`config.mk`:
```
export PLATFORM = sky130hd
export DESIGN_NAME = frio_map
export DESIGN_NICKNAME = d
export VERILOG_FILES = /design/src/hw/frio_pkg.sv /design/src/hw/frio_map.sv
export VERILOG_INCLUDE_DIRS = /design/src /design/src/hw
export SDC_FILE = /design/constraint.sdc
export NUM_CORES = 1
export LEC_CHECK = 0
export ABC_AREA = 1
export BUFFER_PORTS_ARGS = -buffer_cell sky130_fd_sc_hd__buf_2
export CAP_MARGIN = 10
export CORE_MARGIN = 5
export CORE_UTILIZATION = 51
export DETAILED_ROUTE_END_ITERATION = 8
export GPL_TIMING_DRIVEN = 0
export HOLD_SLACK_MARGIN = 0.1
export PLACE_DENSITY_LB_ADDON = 0.05
export SYNTH_ARGS = -nofsm -noshare
export SYNTH_HDL_FRONTEND = slang
export SYNTH_SLANG_ARGS = --single-unit
export TNS_END_PERCENT = 100
```
`constraint.sdc`:
```
create_clock -name pclk -period 2.9 [get_ports pclk]
set_input_delay 0.725 -clock pclk [delete_from_list [all_inputs] [get_ports pclk]]
set_output_delay 0.725 -clock pclk [all_outputs]
set_load 0.02 [all_outputs]
```
`src/hw/frio_consts.svh`:
```
// constants for the fieldbus remote point map block
`ifndef FRIO_CONSTS_SVH
`define FRIO_CONSTS_SVH
// ***********************
// timing
// ***********************
`define FRIO_CLK_MHZ 200
`define FRIO_INIT_NS 1000
`define FRIO_INIT_CYC ((`FRIO_INIT_NS * `FRIO_CLK_MHZ + 999) / 1000)
// ***********************
// point space
// ***********************
`define FRIO_WORD_BITS 16
`define FRIO_WORDS 6
`define FRIO_STATION_STRIDE 2
`define FRIO_ROBOT_BIT_BASE 512
`define FRIO_LINK_READY_BIT 91
`define FRIO_STATUS_POINTS 31
`define FRIO_CMD_POINTS 12
// ***********************
// register offsets
// ***********************
`define FRIO_CTRL_OFS 8'h00
`define FRIO_CONFIG_OFS 8'h04
`define FRIO_STATUS_OFS 8'h08
`define FRIO_IRQ_STATUS_OFS 8'h0c
`define FRIO_IRQ_CLEAR_OFS 8'h10
`define FRIO_IRQ_ENABLE_OFS 8'h14
`define FRIO_USER_IN_OFS 8'h20
`define FRIO_OUT_WORD_OFS 8'h40
// ***********************
// field positions and reset values
// ***********************
`define FRIO_CTRL_APPLY_BIT 0
`define FRIO_CFG_STATION_LSB 0
`define FRIO_CFG_IN_BYTES_LSB 8
`define FRIO_CFG_OUT_BYTES_LSB 16
`define FRIO_CFG_ALLOC_BIT 24
`define FRIO_STS_N_LSB 8
`define FRIO_STS_IN_LAST_LSB 16
`define FRIO_IRQ_READY_BIT 0
`define FRIO_IRQ_WRITE_BIT 1
`define FRIO_IRQ_MISS_BIT 2
`define FRIO_RST_STATION 3'h1
`define FRIO_RST_BYTES 6'h20
`endif

```
`src/hw/frio_pkg.sv`:
```
// types shared by the fieldbus remote point map block
package frio_pkg;
  // robot status presented to the master when remote control is allocated
  typedef struct packed {
    logic command_failed;
    logic command_in_progress;
    logic [13:0] fault_number;
    logic teaching_operation;
    logic automatic_operation;
    logic [2:0] active_program;
    logic at_rest_position;
    logic drive_power_active;
    logic warning;
    logic severe_fault;
    logic guard_open;
    logic emergency_halt_active;
    logic error;
    logic paused;
    logic running;
    logic ready;
  } frio_robot_status_t;
  // commands decoded from the master's output points
  typedef struct packed {
    logic shutdown;
    logic home;
    logic drive_power_off_request;
    logic drive_power_on_request;
    logic reset;
    logic resume;
    logic pause;
    logic stop;
    logic [2:0] program_choice;
    logic start;
  } frio_remote_cmd_t;
  // word access from the fieldbus master
  typedef struct packed {
    logic req;
    logic we;
    logic [7:0] word;
    logic [15:0] wdata;
  } frio_link_req_t;
  typedef struct packed {
    logic ack;
    logic hit;
    logic [15:0] rdata;
  } frio_link_rsp_t;
  typedef enum logic [0:0] {FRIO_INIT, FRIO_RUN} frio_state_t;
endpackage

```
`src/hw/frio_map.sv`:
```
// fieldbus remote point map: robot status to remote inputs, master outputs to commands
// ***********************
// ***********************
//
// The APB slave port and the register offsets are this design's own decisions.
`timescale 1ns/10ps
`default_nettype none
`include "frio_consts.svh"
module frio_map #(
  parameter int WORDS = `FRIO_WORDS,
  parameter int INIT_CYC = `FRIO_INIT_CYC
) (
  // clock and reset
  input wire logic pclk,
  input wire logic presetn,
  // apb slave
  input wire logic psel,
  input wire logic penable,
  input wire logic pwrite,
  input wire logic [7:0] paddr,
  input wire logic [31:0] pwdata,
  output logic [31:0] prdata,
  output logic pready,
  output logic pslverr,
  // robot side
  input wire frio_pkg::frio_robot_status_t robot_status,
  output frio_pkg::frio_remote_cmd_t remote_cmd,
  // fieldbus master word access
  input wire frio_pkg::frio_link_req_t link_req,
  output frio_pkg::frio_link_rsp_t link_rsp,
  // point space as seen by the master
  output logic [WORDS*16-1:0] remote_in_point,
  output logic [WORDS*16-1:0] remote_out_point,
  // status
  output logic link_ready,
  output logic irq
);
  import frio_pkg::*;
  localparam int PTS = WORDS * 16;

  // ***********************
  // state
  // ***********************
  frio_state_t state;
  logic [15:0] init_cnt;
  logic [2:0] cfg_station;
  logic [5:0] cfg_in_bytes;
  logic [5:0] cfg_out_bytes;
  logic cfg_alloc;
  logic [2:0] act_station;
  logic [5:0] act_in_bytes;
  logic [5:0] act_out_bytes;
  logic act_alloc;
  logic [15:0] user_in [WORDS];
  logic [15:0] out_word [WORDS];
  logic [2:0] irq_sts;
  logic [2:0] irq_en;
  logic [31:0] rd_q;
  logic err_q;

  // ***********************
  // apb decode
  // ***********************
  wire setup = psel && !penable;
  wire wr_acc = psel && penable && pwrite;
  wire [7:0] wofs = paddr - `FRIO_USER_IN_OFS;
  wire [7:0] oofs = paddr - `FRIO_OUT_WORD_OFS;
  wire hit_user = paddr >= `FRIO_USER_IN_OFS && wofs[7:2] < 6'(WORDS) && paddr[1:0] == 2'h0;
  wire hit_out = paddr >= `FRIO_OUT_WORD_OFS && oofs[7:2] < 6'(WORDS) && paddr[1:0] == 2'h0;
  wire hit_ctrl = paddr == `FRIO_CTRL_OFS;
  wire hit_cfg = paddr == `FRIO_CONFIG_OFS;
  wire hit_sts = paddr == `FRIO_STATUS_OFS;
  wire hit_isr = paddr == `FRIO_IRQ_STATUS_OFS;
  wire hit_icl = paddr == `FRIO_IRQ_CLEAR_OFS;
  wire hit_ien = paddr == `FRIO_IRQ_ENABLE_OFS;
  wire mapped = hit_user | hit_out | hit_ctrl | hit_cfg | hit_sts | hit_isr | hit_icl | hit_ien;
  wire apply = wr_acc && hit_ctrl && pwdata[`FRIO_CTRL_APPLY_BIT];

  // base word index and range checks
  wire [7:0] base_n = 8'((act_station - 3'h1) * `FRIO_STATION_STRIDE);
  wire [7:0] rel_word = link_req.word - base_n;
  wire link_hit = link_req.word >= base_n && rel_word < 8'(WORDS);
  wire link_take = link_req.req && state == FRIO_RUN;
  wire link_wr_hit = link_take && link_req.we && link_hit;
  wire [9:0] in_last = 10'(`FRIO_ROBOT_BIT_BASE + 8 * act_in_bytes - 1);

  // ***********************
  // point assembly
  // ***********************
  logic [PTS-1:0] user_flat;
  logic [PTS-1:0] out_flat;
  logic [PTS-1:0] in_mask;
  logic [PTS-1:0] out_mask;
  logic [PTS-1:0] next_in_point;
  genvar gi;
  // per-bit flatten and size masks; bits past the configured bytes read zero except the link ready point
  generate
    for (gi = 0; gi < PTS; gi++) begin : g_pt
      assign user_flat[gi] = user_in[gi / 16][gi % 16];
      assign out_flat[gi] = out_word[gi / 16][gi % 16];
      assign in_mask[gi] = 10'(gi) < 10'(8 * act_in_bytes);
      assign out_mask[gi] = 10'(gi) < 10'(8 * act_out_bytes);
    end
  endgenerate

  // status occupies the low points only when allocated; link ready overrides everything
  wire [PTS-1:0] alloc_view = {user_flat[PTS-1:`FRIO_STATUS_POINTS], robot_status};
  wire [PTS-1:0] sel_view = act_alloc ? alloc_view : user_flat;
  always_comb begin
    next_in_point = sel_view & in_mask;
    next_in_point[`FRIO_LINK_READY_BIT] = link_ready;
  end

  // commands come from the master's points only while allocated
  wire [`FRIO_CMD_POINTS-1:0] cmd_bits = out_flat[`FRIO_CMD_POINTS-1:0];
  wire frio_remote_cmd_t next_cmd = act_alloc ? frio_remote_cmd_t'(cmd_bits) : '0;

  // ***********************
  // init and restart sequencer
  // ***********************
  // a restart drops link ready so the master never sees points under the old map
  always_ff @(posedge pclk or negedge presetn) begin
    if (!presetn) begin
      state <= FRIO_INIT;
      init_cnt <= 16'h0000;
      link_ready <= 1'b0;
    end else if (apply) begin
      state <= FRIO_INIT;
      init_cnt <= 16'h0000;
      link_ready <= 1'b0;
    end else begin
      unique case (state)
        FRIO_INIT: begin
          init_cnt <= init_cnt + 16'h0001;
          if (init_cnt == 16'(INIT_CYC - 1)) begin
            state <= FRIO_RUN;
            link_ready <= 1'b1;
          end
        end
        FRIO_RUN: init_cnt <= 16'h0000;
      endcase
    end
  end

  // ***********************
  // configuration
  // ***********************
  // software edits pending values; they only take effect through a restart
  always_ff @(posedge pclk or negedge presetn) begin
    if (!presetn) begin
      cfg_station <= `FRIO_RST_STATION;
      cfg_in_bytes <= `FRIO_RST_BYTES;
      cfg_out_bytes <= `FRIO_RST_BYTES;
      cfg_alloc <= 1'b0;
    end else if (wr_acc && hit_cfg) begin
      cfg_station <= pwdata[`FRIO_CFG_STATION_LSB +: 3];
      cfg_in_bytes <= pwdata[`FRIO_CFG_IN_BYTES_LSB +: 6];
      cfg_out_bytes <= pwdata[`FRIO_CFG_OUT_BYTES_LSB +: 6];
      cfg_alloc <= pwdata[`FRIO_CFG_ALLOC_BIT];
    end
  end

  // stations 1 to 4 only; anything else falls back to station 1
  wire [2:0] station_ok = (cfg_station == 3'h0 || cfg_station > 3'h4) ? 3'h1 : cfg_station;
  always_ff @(posedge pclk or negedge presetn) begin
    if (!presetn) begin
      act_station <= `FRIO_RST_STATION;
      act_in_bytes <= `FRIO_RST_BYTES;
      act_out_bytes <= `FRIO_RST_BYTES;
      act_alloc <= 1'b0;
    end else if (apply) begin
      act_station <= station_ok;
      act_in_bytes <= cfg_in_bytes;
      act_out_bytes <= cfg_out_bytes;
      act_alloc <= cfg_alloc;
    end
  end

  // ***********************
  // point words
  // ***********************
  // user input words written by software; master output words written by the link
  generate
    for (gi = 0; gi < WORDS; gi++) begin : g_word
      always_ff @(posedge pclk or negedge presetn) begin
        if (!presetn) begin
          user_in[gi] <= 16'h0000;
        end else if (wr_acc && hit_user && wofs[7:2] == 6'(gi)) begin
          user_in[gi] <= pwdata[15:0];
        end
      end
      always_ff @(posedge pclk or negedge presetn) begin
        if (!presetn) begin
          out_word[gi] <= 16'h0000;
        end else if (apply) begin
          out_word[gi] <= 16'h0000;
        end else if (link_wr_hit && rel_word == 8'(gi)) begin
          out_word[gi] <= link_req.wdata & out_mask[gi*16 +: 16];
        end
      end
    end
  endgenerate

  // ***********************
  // link answer and point outputs
  // ***********************
  wire [15:0] in_word_sel = next_in_point[rel_word[2:0]*16 +: 16];
  always_ff @(posedge pclk or negedge presetn) begin
    if (!presetn) begin
      link_rsp <= '0;
      remote_in_point <= '0;
      remote_out_point <= '0;
      remote_cmd <= '0;
    end else begin
      link_rsp.ack <= link_take;
      link_rsp.hit <= link_take && link_hit;
      link_rsp.rdata <= (link_take && !link_req.we && link_hit) ? in_word_sel : 16'h0000;
      remote_in_point <= next_in_point;
      remote_out_point <= out_flat;
      remote_cmd <= next_cmd;
    end
  end

  // ***********************
  // interrupts
  // ***********************
  wire [2:0] irq_evt = {link_take && !link_hit, link_wr_hit, state == FRIO_INIT && init_cnt == 16'(INIT_CYC - 1)};
  wire [2:0] irq_clr = (wr_acc && hit_icl) ? pwdata[2:0] : 3'h0;
  // an event in the clearing cycle survives
  always_ff @(posedge pclk or negedge presetn) begin
    if (!presetn) begin
      irq_sts <= 3'h0;
      irq_en <= 3'h0;
    end else begin
      irq_sts <= (irq_sts & ~irq_clr) | irq_evt;
      if (wr_acc && hit_ien) begin
        irq_en <= pwdata[2:0];
      end
    end
  end
  assign irq = |(irq_sts & irq_en);

  // ***********************
  // apb read path
  // ***********************
  // read data is captured in the setup cycle, so the access phase never waits
  wire [31:0] sts_word = {6'h00, in_last, 4'h0, base_n[3:0], 7'h00, link_ready};
  wire [31:0] cfg_word = {7'h00, cfg_alloc, 2'h0, cfg_out_bytes, 2'h0, cfg_in_bytes, 5'h00, cfg_station};
  wire [31:0] rd_mux = hit_user ? {16'h0000, user_in[wofs[4:2]]} :
                       hit_out ? {16'h0000, out_word[oofs[4:2]]} :
                       hit_cfg ? cfg_word :
                       hit_sts ? sts_word :
                       hit_isr ? {29'h0, irq_sts} :
                       hit_ien ? {29'h0, irq_en} : 32'h0000_0000;
  always_ff @(posedge pclk or negedge presetn) begin
    if (!presetn) begin
      rd_q <= 32'h0000_0000;
      err_q <= 1'b0;
    end else if (setup) begin
      rd_q <= pwrite ? 32'h0000_0000 : rd_mux;
      err_q <= !mapped;
    end
  end
  assign prdata = rd_q;
  assign pready = 1'b1;
  assign pslverr = psel && penable && err_q;

  // ***********************
  // checks
  // ***********************
  // in_run mirrors the sequencer so the checks read like the rules
  wire in_run = state == FRIO_RUN;
  ready_after_init_a: assert property (@(posedge pclk) disable iff (!presetn)
    state == FRIO_INIT && init_cnt == 16'(INIT_CYC - 1) && !apply |=> link_ready && in_run)
    else $error("link ready not raised after init count");
  restart_drop_a: assert property (@(posedge pclk) disable iff (!presetn)
    apply |=> !link_ready ##1 !link_ready)
    else $error("apply did not restart the block");
  ready_point_a: assert property (@(posedge pclk) disable iff (!presetn)
    ##1 remote_in_point[`FRIO_LINK_READY_BIT] == $past(link_ready))
    else $error("link ready point does not follow the flag");
  base_index_a: assert property (@(posedge pclk) disable iff (!presetn)
    link_req.req && in_run && link_req.word == 8'((act_station - 3'h1) * 2) |=> link_rsp.hit)
    else $error("base word of the station not accepted");
  range_miss_a: assert property (@(posedge pclk) disable iff (!presetn)
    link_take && link_req.word >= base_n + 8'(WORDS) |=> link_rsp.ack && !link_rsp.hit)
    else $error("word beyond six-word range accepted");
  status_map_a: assert property (@(posedge pclk) disable iff (!presetn)
    act_alloc && act_in_bytes >= 6'h04 && !apply |=> remote_in_point[15:0] == $past(robot_status[15:0]))
    else $error("status points out of order");
  no_alloc_a: assert property (@(posedge pclk) disable iff (!presetn)
    !act_alloc |=> remote_cmd == '0)
    else $error("commands decoded without allocation");
  cmd_map_a: assert property (@(posedge pclk) disable iff (!presetn)
    act_alloc && !apply |=> remote_cmd.start == $past(out_word[0][0]) && remote_cmd.shutdown == $past(out_word[0][11]))
    else $error("command points misplaced");
  out_write_a: assert property (@(posedge pclk) disable iff (!presetn)
    link_wr_hit && rel_word == 8'h00 && act_out_bytes >= 6'h02 && !apply |=> out_word[0] == $past(link_req.wdata))
    else $error("master word not stored");
  size_mask_a: assert property (@(posedge pclk) disable iff (!presetn)
    act_in_bytes == 6'h00 && !act_alloc |=> remote_in_point[15:0] == 16'h0000)
    else $error("points beyond configured size visible");
  sticky_set_a: assert property (@(posedge pclk) disable iff (!presetn)
    link_wr_hit |=> irq_sts[`FRIO_IRQ_WRITE_BIT])
    else $error("write event lost");
  // link answer timing, configuration hold, station clamp and output mask
  refuse_idle_a: assert property (@(posedge pclk) disable iff (!presetn)
    link_req.req && !link_ready |=> !link_rsp.ack)
    else $error("link request answered before ready");
  ack_timing_a: assert property (@(posedge pclk) disable iff (!presetn)
    ##1 link_rsp.ack == $past(link_take))
    else $error("link answer not one cycle after request");
  cfg_hold_a: assert property (@(posedge pclk) disable iff (!presetn)
    !apply |=> act_in_bytes == $past(act_in_bytes) && act_alloc == $past(act_alloc))
    else $error("map changed without restart");
  station_clamp_a: assert property (@(posedge pclk) disable iff (!presetn)
    apply && (cfg_station == 3'h0 || cfg_station > 3'h4) |=> act_station == 3'h1)
    else $error("illegal station not clamped");
  out_mask_a: assert property (@(posedge pclk) disable iff (!presetn)
    (out_flat & ~out_mask) == '0)
    else $error("master bits beyond output size stored");
  // interrupt status: an event in the clearing cycle must survive
  event_sticky_a: assert property (@(posedge pclk) disable iff (!presetn)
    ##1 (irq_sts & $past(irq_evt)) == $past(irq_evt))
    else $error("event lost in clearing cycle");
  cover_restart_c: cover property (@(posedge pclk) disable iff (!presetn) apply ##1 !link_ready);
  cover_read_c: cover property (@(posedge pclk) disable iff (!presetn) link_take && !link_req.we && link_hit);
  cover_alloc_c: cover property (@(posedge pclk) disable iff (!presetn) act_alloc && remote_cmd.start);
  cover_irq_c: cover property (@(posedge pclk) disable iff (!presetn) $rose(irq));
endmodule
`default_nettype wire

```
---- Word-level counts from Yosys, hierarchy flattened ----
Cells that the tools add are included.
word-level totals
  bits of input ports ..................... 102
  register bits after elaboration ......... 503
  output and inout bits ................... 258
operators by class
  add/subtract/negate cells ............... 7
  shift-type cells ........................ 1
  bitwise operators ....................... 21
  eq/ne operators ......................... 17
  multiplexer cells ....................... 38
  magnitude comparators ................... 201
  reduce and logical (&&, ||, !) cells .... 54
operators with widths
  kind                                                       number
  less-than comparator 6 x 9 -> 1 bit, first input constant  64
  less-than comparator 7 x 9 -> 1 bit, first input constant  64
  less-than comparator 5 x 9 -> 1 bit, first input constant  32
  2-to-1 mux 16 bit                                          18
  less-than comparator 4 x 9 -> 1 bit, first input constant  16
  2-to-1 mux 26 bit                                          5
  AND 16 bit                                                 6
  AND 96 bit                                                 1
  binary-select mux 16 bit (select 3 bit)                    2
  variable part select 96 x 8 -> 16 bit                      1
  less-than comparator 3 x 9 -> 1 bit, first input constant  8
  less-than comparator 1 x 9 -> 1 bit, first input constant  4
  less-than comparator 2 x 9 -> 1 bit, first input constant  4
  logical AND 1 bit                                          35
  case mux 16 bit (2 select lines)                           1
  2-to-1 mux 31 bit                                          1
  == test 8 x 3 -> 1 bit, second input constant              3
  adder 16 x 1 -> 16 bit, second input constant              1
  == test 16 x 8 -> 1 bit, second input constant             1
  == test 8 x 2 -> 1 bit, second input constant              2
  == test 8 x 4 -> 1 bit, second input constant              2
  == test 8 x 5 -> 1 bit, second input constant              2
  zero test 8 bit                                            2
  nonzero test 2 bit                                         7
  34 further kinds                                           57

---- Depth between registers and ports, before layout ----
  word-level depth ........................ 12
  mapped depth ............................ 18
  depth with buffers taken out ............ 17

---- Least setup slack after synthesis ----
Ideal clock, no wire load.
  kind .................................... input port to flip-flop
  start point ............................. input link_req[17] (netlist bit)
  end point ............................... register out_word (netlist bit cmd_bits[10])
  required time ........................... 2.782 ns
  stages on the path ...................... 12
  library setup time ...................... 0.118 ns
  data arrival time ....................... 2.981 ns
  path slack .............................. -0.199 ns
  cell sequence ........................... inv_1 -> ha_1 -> fa_1 -> inv_1 -> clkbuf_1 -> a21oi_1 -> nand4_1 -> nor2_1 -> nand3_1 -> clkbuf_1 -> nand3_1 -> nand2_1
between the ends
  word-level cells in the longest chain between the ends .. 6
  elaborated cells between the ends (all ways) .. 8
  those cells by class .................... add/sub (1); order compare (2); reduce/logical (5)
ends and longest elaborated chain
  what                                 RTL line         source
  start: declaration                   frio_map.sv:29   input wire frio_pkg::frio_link_req_t link_req,
  subtractor 8 bit                     frio_map.sv:81   wire [7:0] rel_word = link_req.word - base_n;
  less-than comparator 8 x 3 -> 1 bit  frio_map.sv:82   wire link_hit = link_req.word >= base_n && rel_word < 8'(WORDS);
  logical AND 1 bit                    frio_map.sv:82
  logical AND 1 bit                    frio_map.sv:84   wire link_wr_hit = link_take && link_req.we && link_hit;
  logical AND 1 bit (*)                frio_map.sv:197  end else if (link_wr_hit && rel_word == 8'(gi)) begin
  nonzero test 2 bit (no line) (*)     --
  end signal: indexed assignment       frio_map.sv:198  out_word[gi] <= link_req.wdata & out_mask[gi*16 +: 16];
  end: declaration                     frio_map.sv:55   logic [15:0] out_word [WORDS];
Every way passes the cells marked *; elsewhere a longest branch is shown, timed or not.
A chain may end at the register's enable or synchronous reset.

---- Worst setup path after layout ----
  start point ............................. register act_station[0]
  end point ............................... register out_word (netlist bit out_flat[88])
between the ends
  word-level cells in the longest chain between the ends .. 7
  elaborated cells between the ends (all ways) .. 9
  those cells by class .................... add/sub (2); order compare (2); eq/ne (1); reduce/logical (4)
ends and longest elaborated chain
  what                                 RTL line         source
  start: declaration                   frio_map.sv:50   logic [2:0] act_station;
  start signal: assignment             frio_map.sv:167  act_station <= `FRIO_RST_STATION;
  start signal: assignment             frio_map.sv:172  act_station <= station_ok;
  subtractor 3 x 1 -> 4 bit (*)        frio_map.sv:80   wire [7:0] base_n = 8'((act_station - 3'h1) * `FRIO_STATION_STRIDE);
  subtractor 8 bit                     frio_map.sv:81
  less-than comparator 8 x 3 -> 1 bit  frio_map.sv:82
  logical AND 1 bit                    frio_map.sv:82
  logical AND 1 bit                    frio_map.sv:84
  logical AND 1 bit (*)                frio_map.sv:197
  nonzero test 2 bit (no line) (*)     --
Marked as above.

==> results.py <==
metrics = {
    "worst_setup_path": {
        "worst_setup_path_start_kind": "flip-flop",
        "r2r_cells": 14,
        "r2r_end": "out_flat[88]",
        "critPathMaxFanout": 7,
        "required_ps": 3380,
        "max_stage_delay_ps": 620,
        "worstPathArrival_ps": 3520,
        "worstSetupPathType": "flip-flop to flip-flop",
        "critPathCaptureType": "flip-flop",
        "ff2ff_setup_slack_ps": -140,
        "cpMaxStageDelayCell": "fa_2",
        "cp_cell_sequence": "inv_4, ha_4, inv_4, fa_2, inv_2, clkbuf_16, a21oi_4, nand4_1, nor2_4, buf_12, nand3_4, clkbuf_16, nand3_2, nand2_1",
        "crit_family": "adder cells",
        "crit_buf_inv": 6,
        "reg2reg_from": "act_station[0]",
    },
    "placement": {
        "place_hpwl_microns": 59300,
        "gp_congestion": 0.941,
        "placedCellCount": 3247,
        "portBuffers": 341,
    },
    "timing": {
        "finalHoldViolCount": 0,
        "hold_ws_ps": 105,
        "rsz0062_at_grt": "true",
        "slew_viol_final": 0,
        "setup_tns_ps": -9100,
        "tightest_slew_ps": 1050,
        "setup_violations": 107,
        "finClkSkew_ps": 17.7,
        "min_period_ps": 3040,
        "period_share_pct": 105,
        "slew_headroom_pct": 29.4,
        "fmaxAchievable_ghz": 0.329,
        "setup_ws_ps": -137,
    },
    "synth": {
        "syn_area_per_cell_sq_um": 8.87,
        "ys_types": 45,
        "synth-edff-count": 0,
        "syn_area_sq_mm": 0.0210,
        "ys.flop_type": "dfrtp_1",
        "synth_mux_area_share_pct": 0.161,
        "synth_top_family_by_area": "simple AND/OR/NAND/NOR gates",
        "post_synth_and_or_nand_nor_area_fraction_pct": 21.4,
        "synthXorXnorAreaFrac_pct": 0.418,
        "yosysSeqAreaShare_pct": 59.4,
        "synth.ff_latch_count": 497,
        "synth-compound-area-share_pct": 10.9,
        "yosys_warnings": 0,
        "synthCells": 2364,
        "ys_async_sr_fraction_pct": 100,
        "synthAdderAreaFrac_pct": 0.991,
    },
    "cts": {
        "clk_pin_slew_worst_paths_ps": 60,
        "holdBufCountCts": 0,
        "cts_sinks": 497,
        "clkLatencyLatePin_ps": 610,
        "htreeDepth": 2,
        "cts-root-buf": "clkbuf_16",
        "cts_tree": "built",
        "cts_buffer_depth": 3,
        "cts_made_buffers": 51,
    },
    "route": {
        "ant_nets": 0,
        "via_per_inst": 5.79,
        "drcViolationCount": 0,
        "finalWirelength_microns": 80700,
        "vias": 19600,
        "drt_pass1_iterations": 6,
        "drt-initial-drc-count": 2361,
        "wire_per_inst_microns": 23.8,
    },
    "power_and_ir_drop": {
        "power_density_mw_per_mm2": 550,
        "leakagePower_nw": 14.3,
        "vdd_drop_max_v": 0.000472,
    },
    "layout": {
        "post-route-util_pct": 65.8,
        "final_nets": 2941,
        "area_growth_pct": 27.8,
        "final_common_cell": "nand2_1",
        "final_cell_mix": "520 x nand2_1, 491 x dfrtp_1, 340 x buf_2",
        "finalNonFillerCells": 3393,
        "drive_gt1_share_pct": 24.0,
    },
    "outcome": {
        "outcome": "complete, but fails checks",
        "violations": "negative setup slack",
    },
    "floorplanning": {
        "coreArea_sq_mm": 0.0407,
        "std_cell_rows": 74,
        "die_area_sq_mm": 0.0453,
        "start_util_pct": 51.5,
        "die_w_microns": 213,
        "die_h_microns": 213,
        "ioPinCount": 360,
    },
    "global_routing": {
        "grt_pass1_wl_microns": 118000,
        "antenna_found_initial": 2,
        "grt_max_degree": 121,
        "grt_usage_pct": 35.0,
        "gr-total-overflow": 0,
        "grt_pass1_vias": 18900,
        "use_met3_pct": 9.46,
        "grt-busiest-layer": "met2",
        "met1_usage_pct": 50.1,
        "use_met2_pct": 52.1,
    },
    "hold_path": {
        "hold_path_class": "primary input to asynchronous set/reset pin",
    },
    "run": {
        "cap_viol_max_count": 0,
    },
}
==> synth_stat cells (all sizes together), types with 10 or more instances <==
library cell / count / share of area [%]
nand2: 531 / 9.5
dfrtp: 491 / 59
nor2: 248 / 4.5
inv: 244 / 4.4
o21ai: 233 / 5.6
nand3: 227 / 5.4
clkbuf: 96 / 1.7
o22ai: 70 / 2.1
nor3: 38 / 0.96
a21oi: 31 / 0.74
buf: 19 / 0.58
nand4: 18 / 0.57
ha: 15 / 0.90
a22o: 10 / 0.42
o221ai: 10 / 0.42
==> cell type report <==
cell class | instances | area (sq um)
Antenna cell | 1 | 2.50
Buffer | 114 | 657
Clock buffer | 63 | 1400
Clock inverter | 27 | 292
Fill cell | 3435 | 13900
Inverter | 250 | 947
Multi-Input combinational cell | 1508 | 7960
Sequential cell | 497 | 12400
Tap cell | 532 | 666
Timing Repair Buffer | 401 | 2430
==> worst max-delay path by stage <==
stage / start / endpoint / slack (ps) / cells past startpoint
floorplan: link_req[17] / cmd_bits[10] / 1 / 12
global placement: presetn / remote_out_point[69] / -8670 / 1
detailed placement: act_station[0] / cmd_bits[7] / -1300 / 18
CTS: act_station[0] / out_flat[93] / -70 / 14
global route: act_station[0] / out_flat[88] / -200 / 19
finish: act_station[0] / out_flat[88] / -140 / 14
==> state kept, by name (all words and copies together), names as in the netlist, 16 cells and up <==
name and count:
out_flat 84, remote_out_point 96, link_rsp 18, user_flat 31
remote_in_point 96, init_cnt 16, alloc_view 65, prdata 26
==> stage by stage <==
step | setup slack, ps | instance area [sq um] | total power [W]
floorplan | 1.48 | 21200 | 0.00753
global placement | -8670 | 23600 | 0.00802
detailed placement | -1300 | 23700 | 0.00805
CTS | -71.9 | 26500 | 0.0148
global route | -203 | 26800 | 0.0152
finish | -137 | 26800 | 0.0148
==> cell families after synthesis <==
logic type | count (synthesis)
xor gates and xnor gates | 10
other | 2
adders and majority gates | 16
DFF | 497
muxes | 3
and+or+nand+nor | 1075
AOI/OAI and AO/OA | 396
buffers and inverters | 365
==> routing by layer <==
metal | share of wire, % | up-vias
li1 | - | 8643
met1 | 40 | 9627
met2 | 44 | 1190
met3 | 11 | 181
met4 | 4.0 | 2
met5 | 0.0087 | -
==> power by group <==
| part | leakage, nW | total (W) | internal [W] | switching (W) |
|---|---|---|---|---|
| registers | 6.86 | 0.00699 | 0.00697 | 0.0000223 |
| clock network | 0.837 | 0.00673 | 0.00388 | 0.00285 |
| logic | 6.56 | 0.00103 | 0.000266 | 0.000768 |
| total | 14.3 | 0.0148 | 0.0111 | 0.00364 |
==> what timing repair did <==
item                                    4_1_cts  5_1_grt
gates resized for setup                     140       81
buffers inserted                             37        9
pin swaps                                    76       25
endpoints found under the setup margin      115      209
cloned                                        7        3
Power figures use the tool's default switching activity.
